<file path="src/pkg/fbo_pkg.sv">
// Constants and types of the parallel flash bus host.
// Assumes one 40 MHz clock and a byte-wide asynchronous flash on the pins.
//
// Contract
// - Read: select and output enable low, write enable and init high.
// - Write: write enable and select low, output enable and init high.
// - Leaving standby, host waits the full select access time for data.
// - Host reissues an operation cut off by an init pulse; fbo_host does not, the bench reissues it.
// - Host polls status with ordinary reads during program or erase; fbo_host does not poll, the bench waits 30 cycles.
// - Program and erase need the unlock writes before them.
package fbo_pkg;
    localparam int ADDR_W          = 18;
    localparam int DATA_W          = 8;
    localparam int CNT_W           = 8;
    localparam int CLK_PERIOD_NS   = 25;
    // Least times, rounded up to whole cycles
    localparam int SEL_ACCESS_NS   = 90;
    localparam int SEL_ACCESS_CYC  =
        (SEL_ACCESS_NS + CLK_PERIOD_NS - 1) / CLK_PERIOD_NS;
    localparam int WE_PULSE_NS     = 50;
    localparam int WE_PULSE_CYC    =
        (WE_PULSE_NS + CLK_PERIOD_NS - 1) / CLK_PERIOD_NS;
    localparam int INIT_PULSE_NS   = 500;
    localparam int INIT_PULSE_CYC  =
        (INIT_PULSE_NS + CLK_PERIOD_NS - 1) / CLK_PERIOD_NS;
    localparam int INIT_RECOVER_NS = 50;
    localparam int INIT_RECOVER_CYC =
        (INIT_RECOVER_NS + CLK_PERIOD_NS - 1) / CLK_PERIOD_NS;
    localparam int WR_RECOVER_CYC  = 1;
    // Unlock write pair placed before a guarded command
    localparam logic [ADDR_W-1:0] UNLOCK_ADDR_1 = 18'h00001;
    localparam logic [DATA_W-1:0] UNLOCK_DATA_1 = 8'ha5;
    localparam logic [ADDR_W-1:0] UNLOCK_ADDR_2 = 18'h00002;
    localparam logic [DATA_W-1:0] UNLOCK_DATA_2 = 8'h5a;

    typedef logic [ADDR_W-1:0] fbo_addr_t;
    typedef logic [DATA_W-1:0] fbo_data_t;
    typedef logic [CNT_W-1:0]  fbo_cnt_t;
endpackage

</file>
<file path="src/pkg/fbo_tmr_if.sv">
// Link between the host sequencer and its cycle timer.
// Assumes both ends share clk_i.
interface fbo_tmr_if;
    import fbo_pkg::*;
    logic      load;    // Start a wait
    fbo_cnt_t  cycles;  // Length of the wait in cycles
    logic      done;    // Last cycle of the wait
    modport ctl (output load, output cycles, input done);
    modport tmr (input load, input cycles, output done);
endinterface

</file>
<file path="src/logic/fbo_host.sv">
// Host that drives a byte-wide flash through its bus pins.
// Assumes the flash samples the pins asynchronously; all pins change
// on clk_i edges only. The data pin is split into in, out and enable.
module fbo_host
    import fbo_pkg::*;
#(
    parameter bit HAS_INIT_PIN = 1'b1  // Flash variant has the init pin
) (
    input  wire logic       clk_i,             // 40 MHz clock
    input  wire logic       rst_i,             // Async reset, high
    input  wire logic       req_i,             // Access request
    input  wire logic       req_write_i,       // 1 write, 0 read
    input  wire logic       req_unlock_i,      // Prefix unlock writes
    input  wire fbo_addr_t  req_addr_i,        // Access address
    input  wire fbo_data_t  req_wdata_i,       // Write data
    output logic            req_ready_o,       // Request taken when high
    output fbo_data_t       rdata_o,           // Read data
    output logic            rvalid_o,          // Read data pulse
    input  wire logic       init_req_i,        // Request an init pulse
    output logic            init_done_o,       // Init pulse finished
    input  wire logic       unprotect_i,       // Want temporary unprotect
    output logic            elevated_en_o,     // Switch init to high volts
    output logic            chip_select_n_o,   // Flash select, low
    output logic            output_enable_n_o, // Flash output enable, low
    output logic            write_enable_n_o,  // Flash write enable, low
    output logic            pin_init_n_o,      // Flash init pin, low
    output fbo_addr_t       addr_in_o,         // Flash address pins
    input  wire fbo_data_t  data_io_i,         // Data pins, sensed
    output fbo_data_t       data_io_o,         // Data pins, driven
    output logic            data_io_oe_o       // Data pins driven, high
);
    import fbo_pkg::*;

    typedef enum logic [2:0] {
        ST_IDLE, ST_RD, ST_WR, ST_WR_REC, ST_INIT, ST_INIT_REC
    } fbo_state_e;

    fbo_state_e state_q, state_d;
    logic       cs_n_q, cs_n_d, oe_n_q, oe_n_d, we_n_q, we_n_d;
    logic       init_n_q, init_n_d, doe_q, doe_d;
    fbo_addr_t  addr_q, addr_d, sav_addr_q, sav_addr_d;
    fbo_data_t  dout_q, dout_d, sav_data_q, sav_data_d;
    fbo_data_t  rdata_q, rdata_d;
    logic       rvalid_q, rvalid_d, idone_q, idone_d, elev_q, elev_d;
    logic [1:0] unl_q, unl_d;

    fbo_tmr_if  tmr_if ();

    fbo_timer u_timer (
        .clk_i (clk_i),
        .rst_i (rst_i),
        .tmr   (tmr_if.tmr)
    );

    ////////////////////////////////////////////////////////////////////
    // Sequencer: init pulse outranks accesses; every access starts
    // from standby so the full select access time is always waited
    always_comb begin
        state_d       = state_q;
        addr_d        = addr_q;
        dout_d        = dout_q;
        sav_addr_d    = sav_addr_q;
        sav_data_d    = sav_data_q;
        rdata_d       = rdata_q;
        unl_d         = unl_q;
        rvalid_d      = 1'b0;
        idone_d       = 1'b0;
        tmr_if.load   = 1'b0;
        tmr_if.cycles = 8'h01;
        unique case (state_q)
            ST_IDLE: begin
                if (init_req_i && HAS_INIT_PIN) begin
                    state_d       = ST_INIT;
                    tmr_if.load   = 1'b1;
                    tmr_if.cycles = CNT_W'(INIT_PULSE_CYC);
                end else if (req_i && !req_write_i) begin
                    state_d       = ST_RD;
                    addr_d        = req_addr_i;
                    tmr_if.load   = 1'b1;
                    tmr_if.cycles = CNT_W'(SEL_ACCESS_CYC);
                end else if (req_i) begin
                    state_d       = ST_WR;
                    tmr_if.load   = 1'b1;
                    tmr_if.cycles = CNT_W'(WE_PULSE_CYC);
                    sav_addr_d    = req_addr_i;
                    sav_data_d    = req_wdata_i;
                    if (req_unlock_i) begin
                        addr_d = UNLOCK_ADDR_1;
                        dout_d = UNLOCK_DATA_1;
                        unl_d  = 2'h2;
                    end else begin
                        addr_d = req_addr_i;
                        dout_d = req_wdata_i;
                        unl_d  = 2'h0;
                    end
                end
            end
            ST_RD: begin
                if (tmr_if.done) begin
                    rdata_d  = data_io_i;
                    rvalid_d = 1'b1;
                    state_d  = ST_IDLE;
                end
            end
            ST_WR: begin
                if (tmr_if.done) begin
                    state_d       = ST_WR_REC;
                    tmr_if.load   = 1'b1;
                    tmr_if.cycles = CNT_W'(WR_RECOVER_CYC);
                end
            end
            ST_WR_REC: begin
                if (tmr_if.done) begin
                    if (unl_q == 2'h0) begin
                        state_d = ST_IDLE;
                    end else begin
                        state_d       = ST_WR;
                        tmr_if.load   = 1'b1;
                        tmr_if.cycles = CNT_W'(WE_PULSE_CYC);
                        unl_d         = unl_q - 2'h1;
                        if (unl_q == 2'h2) begin
                            addr_d = UNLOCK_ADDR_2;
                            dout_d = UNLOCK_DATA_2;
                        end else begin
                            addr_d = sav_addr_q;
                            dout_d = sav_data_q;
                        end
                    end
                end
            end
            ST_INIT: begin
                if (tmr_if.done) begin
                    state_d       = ST_INIT_REC;
                    tmr_if.load   = 1'b1;
                    tmr_if.cycles = CNT_W'(INIT_RECOVER_CYC);
                end
            end
            ST_INIT_REC: begin
                if (tmr_if.done) begin
                    idone_d = 1'b1;
                    state_d = ST_IDLE;
                end
            end
        endcase
    end

    ////////////////////////////////////////////////////////////////////
    // Pin levels follow the next state so they line up with state_q
    always_comb begin
        cs_n_d   = 1'b1;
        oe_n_d   = 1'b1;
        we_n_d   = 1'b1;
        init_n_d = 1'b1;
        doe_d    = 1'b0;
        unique case (state_d)
            ST_IDLE, ST_INIT_REC: begin
            end
            ST_RD: begin
                cs_n_d = 1'b0;
                oe_n_d = 1'b0;
            end
            ST_WR: begin
                cs_n_d = 1'b0;
                we_n_d = 1'b0;
                doe_d  = 1'b1;
            end
            ST_WR_REC: begin
                doe_d  = 1'b1;  // Data held past the write enable edge
            end
            ST_INIT: begin
                init_n_d = 1'b0;
            end
        endcase
        elev_d = unprotect_i && HAS_INIT_PIN;
    end

    ////////////////////////////////////////////////////////////////////
    // Registers: pins idle high, bus floating
    always_ff @(posedge clk_i or posedge rst_i) begin
        if (rst_i) begin
            state_q    <= ST_IDLE;
            cs_n_q     <= 1'b1;
            oe_n_q     <= 1'b1;
            we_n_q     <= 1'b1;
            init_n_q   <= 1'b1;
            doe_q      <= 1'b0;
            addr_q     <= '0;
            dout_q     <= '0;
            sav_addr_q <= '0;
            sav_data_q <= '0;
            rdata_q    <= '0;
            rvalid_q   <= 1'b0;
            idone_q    <= 1'b0;
            elev_q     <= 1'b0;
            unl_q      <= 2'h0;
        end else begin
            state_q    <= state_d;
            cs_n_q     <= cs_n_d;
            oe_n_q     <= oe_n_d;
            we_n_q     <= we_n_d;
            init_n_q   <= init_n_d;
            doe_q      <= doe_d;
            addr_q     <= addr_d;
            dout_q     <= dout_d;
            sav_addr_q <= sav_addr_d;
            sav_data_q <= sav_data_d;
            rdata_q    <= rdata_d;
            rvalid_q   <= rvalid_d;
            idone_q    <= idone_d;
            elev_q     <= elev_d;
            unl_q      <= unl_d;
        end
    end

    // Outputs
    assign req_ready_o       = (state_q == ST_IDLE) &&
                               !(init_req_i && HAS_INIT_PIN);
    assign rdata_o           = rdata_q;
    assign rvalid_o          = rvalid_q;
    assign init_done_o       = idone_q;
    assign elevated_en_o     = elev_q;
    assign chip_select_n_o   = cs_n_q;
    assign output_enable_n_o = oe_n_q;
    assign write_enable_n_o  = we_n_q;
    assign pin_init_n_o      = init_n_q;
    assign addr_in_o         = addr_q;
    assign data_io_o         = dout_q;
    assign data_io_oe_o      = doe_q;

    ////////////////////////////////////////////////////////////////////
    // Checks: helper count of cycles with init held low
    fbo_cnt_t ilow_q;
    always_ff @(posedge clk_i or posedge rst_i) begin
        if (rst_i) begin
            ilow_q <= 8'h00;
        end else if (init_n_q) begin
            ilow_q <= 8'h00;
        end else if (ilow_q != 8'hff) begin
            ilow_q <= ilow_q + 8'h01;
        end
    end
endmodule

</file>
<file path="src/logic/fbo_timer.sv">
// Down counter that times each pin phase.
// Assumes a load is given one cycle before the timed phase starts.
module fbo_timer
    import fbo_pkg::*;
(
    input  wire logic clk_i,  // 40 MHz clock
    input  wire logic rst_i,  // Async reset, high
    fbo_tmr_if.tmr    tmr     // Load and done
);
    import fbo_pkg::*;
    fbo_cnt_t cnt_q;
    fbo_cnt_t cnt_d;

    ////////////////////////////////////////////////////////////////////
    // Next count: a wait of N cycles runs N-1 down to 0
    always_comb begin
        cnt_d = cnt_q;
        if (tmr.load) begin
            cnt_d = tmr.cycles - 8'h01;
        end else if (cnt_q != 8'h00) begin
            cnt_d = cnt_q - 8'h01;
        end
    end

    always_ff @(posedge clk_i or posedge rst_i) begin
        if (rst_i) begin
            cnt_q <= 8'h00;
        end else begin
            cnt_q <= cnt_d;
        end
    end

    // Done reads the count alone: load is built from done, so a term in
    // load here would close a combinational loop
    assign tmr.done = (cnt_q == 8'h00);
endmodule

</file>
<file path="config.mk">
export PLATFORM = sky130hd
export DESIGN_NAME = fbo_host
export DESIGN_NICKNAME = d
export VERILOG_FILES = /design/src/pkg/fbo_pkg.sv /design/src/pkg/fbo_tmr_if.sv /design/src/logic/fbo_host.sv /design/src/logic/fbo_timer.sv
export SDC_FILE = /design/constraint.sdc
export NUM_CORES = 1
export LEC_CHECK = 0
export BUFFER_PORTS_ARGS = -buffer_cell sky130_fd_sc_hd__buf_4
export CAP_MARGIN = 20
export CORE_AREA = 2 2 81 99
export DETAILED_ROUTE_END_ITERATION = 8
export DIE_AREA = 0 0 83 101
export PLACE_DENSITY = 0.82
export SYNTH_ARGS = -nofsm -noshare
export SYNTH_HDL_FRONTEND = slang
export SYNTH_SLANG_ARGS = --single-unit
</file>
<file path="constraint.sdc">
create_clock -name clk_i -period 3.06 [get_ports clk_i]
set_clock_uncertainty 0.05 [all_clocks]
set_input_delay 0.612 -clock clk_i [delete_from_list [all_inputs] [get_ports clk_i]]
set_output_delay 0.612 -clock clk_i [all_outputs]
set_load 0.1 [all_outputs]
</file>
# Word-level counts from Yosys, hierarchy flattened
# Index checks and enable logic that the tools add are counted.
dict set report totals {
  output_inout_bits 43
  reg_bits 81
  input_bits 41
}
dict set report op_classes {
  reduce_logical 18
  n_eq_ne 16
  addsub 3
  bitwise 2
  muxes 55
}
# cell n
set op_table {}
lappend op_table {{18-bit 2-to-1 mux} 7}
lappend op_table {{8-bit 2-to-1 mux} 9}
lappend op_table {{18-bit one-hot mux with 2 select lines} 1}
lappend op_table {{3-bit 2-to-1 mux} 8}
lappend op_table {{2-bit 2-to-1 mux} 11}
lappend op_table {{8-bit one-hot mux with 2 select lines} 1}
lappend op_table {{3-bit one-hot mux with 5 select lines} 1}
lappend op_table {{5-bit one-hot mux with 3 select lines} 1}
lappend op_table {{1-bit 2-to-1 mux} 13}
lappend op_table {{3-bit by 2-bit equality test with 1-bit output (second input constant)} 4}
lappend op_table {{2-bit != test (second input constant)} 5}
lappend op_table {{3-bit equality test (second input constant)} 3}
lappend op_table {{8-bit zero test} 1}
lappend op_table {{8-bit nonzero test} 1}
lappend op_table {{2-bit OR reduction} 4}
lappend op_table {{8-bit by 1-bit subtractor with 8-bit output (second input constant)} 1}
lappend op_table {{3-bit by 1-bit equality test with 1-bit output (second input constant)} 2}
lappend op_table {{6-bit AND reduction} 1}
lappend op_table {{5-bit by 1-bit subtractor with 6-bit output (second input constant)} 1}
lappend op_table {{5-bit 2-to-1 mux} 1}
lappend op_table {{5-bit AND reduction} 1}
lappend op_table {{2-bit one-hot mux with 2 select lines} 1}
lappend op_table {{4-bit AND reduction} 1}
lappend op_table {{2-bit nonzero test} 2}
lappend op_table {{10 further kinds} 13}

# Longest topological paths before layout
dict set report depth {
  depth_word 8
  depth_mapped 11
  mapped_depth_nobuf 10
}

# Hierarchy
# A second synthesis with hierarchy kept.
dict set report hier_totals {
  hier_cells 386
  hier_area_um2 3746.1
}
# module seq_area_each_um2 n_inst cells_each area_each_um2
set modules_own_cells {}
lappend modules_own_cells {fbo_host 1831.8 1 327 3216.8}
lappend modules_own_cells {fbo_timer 200.2 1 59 529.3}

# Least setup slack after synthesis
# OpenSTA, ideal clock, no wires.
dict set report synth_timing {
  kind {register to output}
  start {register state_q[1]}
  end {output req_ready_o}
  path_buffers 2
  t_required_ns 2.398
  path_stages_with_launch 5
  t_arrival_ns 2.213
  slack_ns 0.185
  path_cell_list {dfrtp_1 -> buf_6 -> or3_1 -> buf_6 -> nor2_1}
}
dict set report synth_via {
  elab_chain_len 2
}
# item line_no
set synth_lines {}
lappend synth_lines {{start: declaration} fbo_host.sv:38} ;# fbo_state_e state_q, state_d;
lappend synth_lines {{start signal: assignment} fbo_host.sv:197} ;# state_q <= state_d;
lappend synth_lines {{3-bit zero test} fbo_host.sv:216} ;# assign req_ready_o = (state_q == ST_IDLE) &&
lappend synth_lines {{1-bit logical AND} fbo_host.sv:216}
lappend synth_lines {{end: declaration} fbo_host.sv:16} ;# output logic req_ready_o,
# Every way passes these cells.

# Worst setup path after layout
dict set report layout_timing {
  start {register state_q[2]}
  end {output req_ready_o}
}
# Same word-level chain as after synthesis.

==> Implementation_results.wiki <==
{| class="wikitable"
! Metric !! Value
|-
| Length of the first detailed-routing pass in iterations || 4
|-
| Main area contributors after synthesis || dfrtp_1 49%, mux2_2 15%, mux2_4 3.9%
|-
| Antenna diode count || 0
|-
| Placer Congestion || 0.862
|-
| Filler cell count in the final layout || 583
|-
| Via count of the first global-routing pass || 2878
|-
| Buffer depth of the longest clock path || 2
|-
| First-pass GRT wire length || 13.5 mm
|-
| Final Critical Period || 2.58 ns
|-
| Area taken by multi-input logic gates || 0.00171 mm²
|-
| Antenna-violating nets left || 0
|-
| Worst supply voltage drop on vdd || 676 µV
|-
| Net count of the mapped netlist || 364
|-
| Maximum net fanout on the critical path || 14
|-
| Detailed-route wire length || 7.91 mm
|-
| Wirelength per Cell || 15.9 µm
|-
| Setup Crit Path Kind || reg -> out
|-
| Highest metal layer with signal wires || met4
|-
| Maximum clock frequency || 387 MHz
|-
| Internal reg-to-reg setup slack || 0.51 ns
|-
| Layout-stage area growth over the synthesis result || 23.1%
|-
| Placed insts || 479
|-
| Class of the tightest hold or removal check || in -> async
|-
| Part of the cycle the worst path needs || 0.844
|-
| Count of input and output buffers || 83
|-
| Type of element capturing the critical path || output port
|-
| Final HPWL from detailed placement || 5.68 mm
|-
| Area share of the largest cell type after synthesis || 0.495
|-
| Number of setup buffers added after CTS || 0
|-
| Area of all sequential standard cells || 0.00203 mm²
|-
| Final-report max-slew violation count || 0
|-
| Layout cells sized above 1 || 0.454
|-
| Metal1 wirelength || 3.32 mm
|-
| Cell chosen for the clock root || clkbuf_8
|-
| Boundary pin count || 84
|-
| Average vias per placed instance || 5.48
|-
| MaxCap Viol Count || 0
|-
| Final standard cell count with taps included and fillers excluded || 497
|-
| CTS H-tree lvls || 3
|-
| Synthesis warning total || 0
|-
| Kind of launch point of the worst setup path || flop
|-
| Met3 WL || 435 µm
|-
| Biggest area consumer among synthesized cells || dfrtp_1
|-
| Leading cell type in the layout, fill and taps excluded || buf_4
|-
| Number of nets at the end of the flow || 447
|-
| DRC Markers || 0
|-
| Number of antenna violations at the first check in global routing || 0
|-
| Number of standard cells after synthesis || 317
|-
| Largest net degree at the start of global routing || 57
|-
| FF-to-FF path depth || 10
|-
| Skew-Pair Late Insertion Delay || 0.35 ns
|-
| Setup repair after global routing missed its margin || false
|-
| Drt first-iter violations || 125
|-
| Via count || 2724
|-
| Starting utilization of the core area || 0.520
|-
| Synth Area per Inst || 12.3 µm²
|-
| Post-Route Hold Slack || 0.176 ns
|-
| Clock tree from TritonCTS || yes
|-
| Total count of hold-check failures in the final report || 0
|-
| Leading cell types in the layout, fill and taps excluded || 87 x buf_4, 77 x dfrtp_1, 52 x mux2_2
|-
| Number of library cell types mapped by synthesis || 51
|-
| Clock transition at the registers of the reported paths || 0.08 ns
|-
| Overall Global Routing Usage || 0.203
|-
| Worst Path Required || 2.40 ns
|-
| Worst EP arrival || 1.92 ns
|-
| Final total power || 5.42 mW
|-
| Post-route setup TNS || 0 ns
|-
| GR Overflow Total || 0
|-
| Die area || 0.00838 mm²
|-
| Slew Limit Headroom || 0.500
|-
| Post-synth design cell area || 0.00389 mm²
|-
| Power Dens Cells || 1130 mW/mm²
|-
| Area of the core || 0.00749 mm²
|-
| Vertical die dimension || 101 µm
|-
| Row count || 35
|-
| TritonCTS sink count || 81
|-
| Cts repair resizes || 0
|-
| Total of hold buffers inserted after clock tree synthesis || 0
|-
| Static leakage || 2.29 nW
|-
| Worst-margin pin slew || 0.747 ns
|-
| Result of the run || complete, no violations
|-
| Sequential share of the synthesized area || 0.522
|-
| Detailed-routed wire length on met2 || 3.97 mm
|-
| CTS Buf Count || 9
|-
| Die width || 83 µm
|-
| # setup viols final || 0
|-
| Yosys reg bits || 81
|}
-- synth_stat cells (all sizes together) --
library cell and number:
dfstp 4, a22o 16, o21bai 1, nand2 17
clkbuf 10, a211oi 1, mux2 62, o22a 1
a31o 1, xnor2 3, nor2b 3, o21a 1
and2 3, nor2 14, o22ai 1, a21o 1
ha 6, mux2i 4, inv 12, nor3 9
o21ai 10, nor3b 2, or2 2, nand2b 6
a22oi 1, xor2 2, nand3 3, a31oi 2
o31ai 2, or3 3, buf 7, nand3b 1
a2bb2oi 1, a41o 1, a21oi 24, nor4 2
nand4b 1, dfrtp 77
-- cell type report --
class                      count  area share
timing repair buffer          89       0.143
sequential                    81       0.424
clock inverter                 4      0.0107
multi-input combinational    207       0.357
tap                           92      0.0240
inverter                      12     0.00966
clock buffer                  12      0.0324
-- per-layer routing --
metal / GRT usage / up-vias
met5: 0 / -
met4: 0.102 / 0
met3: 0.0491 / 16
met2: 0.333 / 70
met1: 0.251 / 1351
li1: - / 1287
-- cell families (layout without fill, tap and decap cells) --
kind of cell / after synthesis / after routing / share of synthesized area
simple gates: 66 / 66 / 0.0974
buf+inv: 29 / 117 / 0.0389
mux: 66 / 66 / 0.199
flops: 81 / 81 / 0.522
fa+ha+maj: 6 / 6 / 0.0193
xor+xnor: 5 / 5 / 0.0112
compound gates: 64 / 64 / 0.112
-- where the power goes --
group | internal (mW) | switching (mW) | total [mW] | leakage, nW
Sequential | 1.51 | 0.297 | 1.81 | 1.01
Combinational | 0.799 | 2.01 | 2.81 | 1.18
Clock | 0.422 | 0.387 | 0.809 | 0.103
Total | 2.73 | 2.69 | 5.42 | 2.29
-- registers in the layout, summed over array words and instances (netlist names) --
| signal | cells |
|---|---|
| init_done_o | 1 |
| u_timer.cnt_q | 8 |
| sav_data_q | 8 |
| rdata_o | 8 |
| state_q | 3 |
| elevated_en_o | 1 |
| rvalid_o | 1 |
| data_io_o | 8 |
| unl_q | 2 |
| data_io_oe_o | 1 |
| chip_select_n_o | 1 |
| sav_addr_q | 18 |
| output_enable_n_o | 1 |
| pin_init_n_o | 1 |
| write_enable_n_o | 1 |
| addr_in_o | 18 |
-- final timing paths --
check	startpoint	to
min in group clk_i	unprotect_i	elevated_en_o$_DFF_PP0_
setup reg to reg	u_timer.cnt_q[0]$_DFFE_PP0P_	u_timer.cnt_q[4]$_DFFE_PP0P_
setup / recovery	state_q[2]$_DFF_PP0_	req_ready_o
max in group asynchronous	rst_i	addr_in_o[8]$_DFFE_PP0P_
hold reg to reg	sav_data_q[5]$_DFFE_PP0P_	sav_data_q[5]$_DFFE_PP0P_
hold / removal	rst_i	sav_addr_q[10]$_DFFE_PP0P_
-- critical path: stages (launching register included) --
cell and delay [ns]:
dfrtp_1 0.52, or3_1 0.57, nor2_1 0.16, buf_4 0.31
-- metrics by stage --
stage               setup slack [ns]  cell area (µm²)  utilization
detailed placement             0.557             4560        0.609
global route                   0.305             4790        0.640
finish                         0.479             4790        0.640
floorplan                      0.185             3890            -
global placement               0.604             4560        0.609
CTS                            0.463             4760        0.636
(Power assumes the default switching activity.)
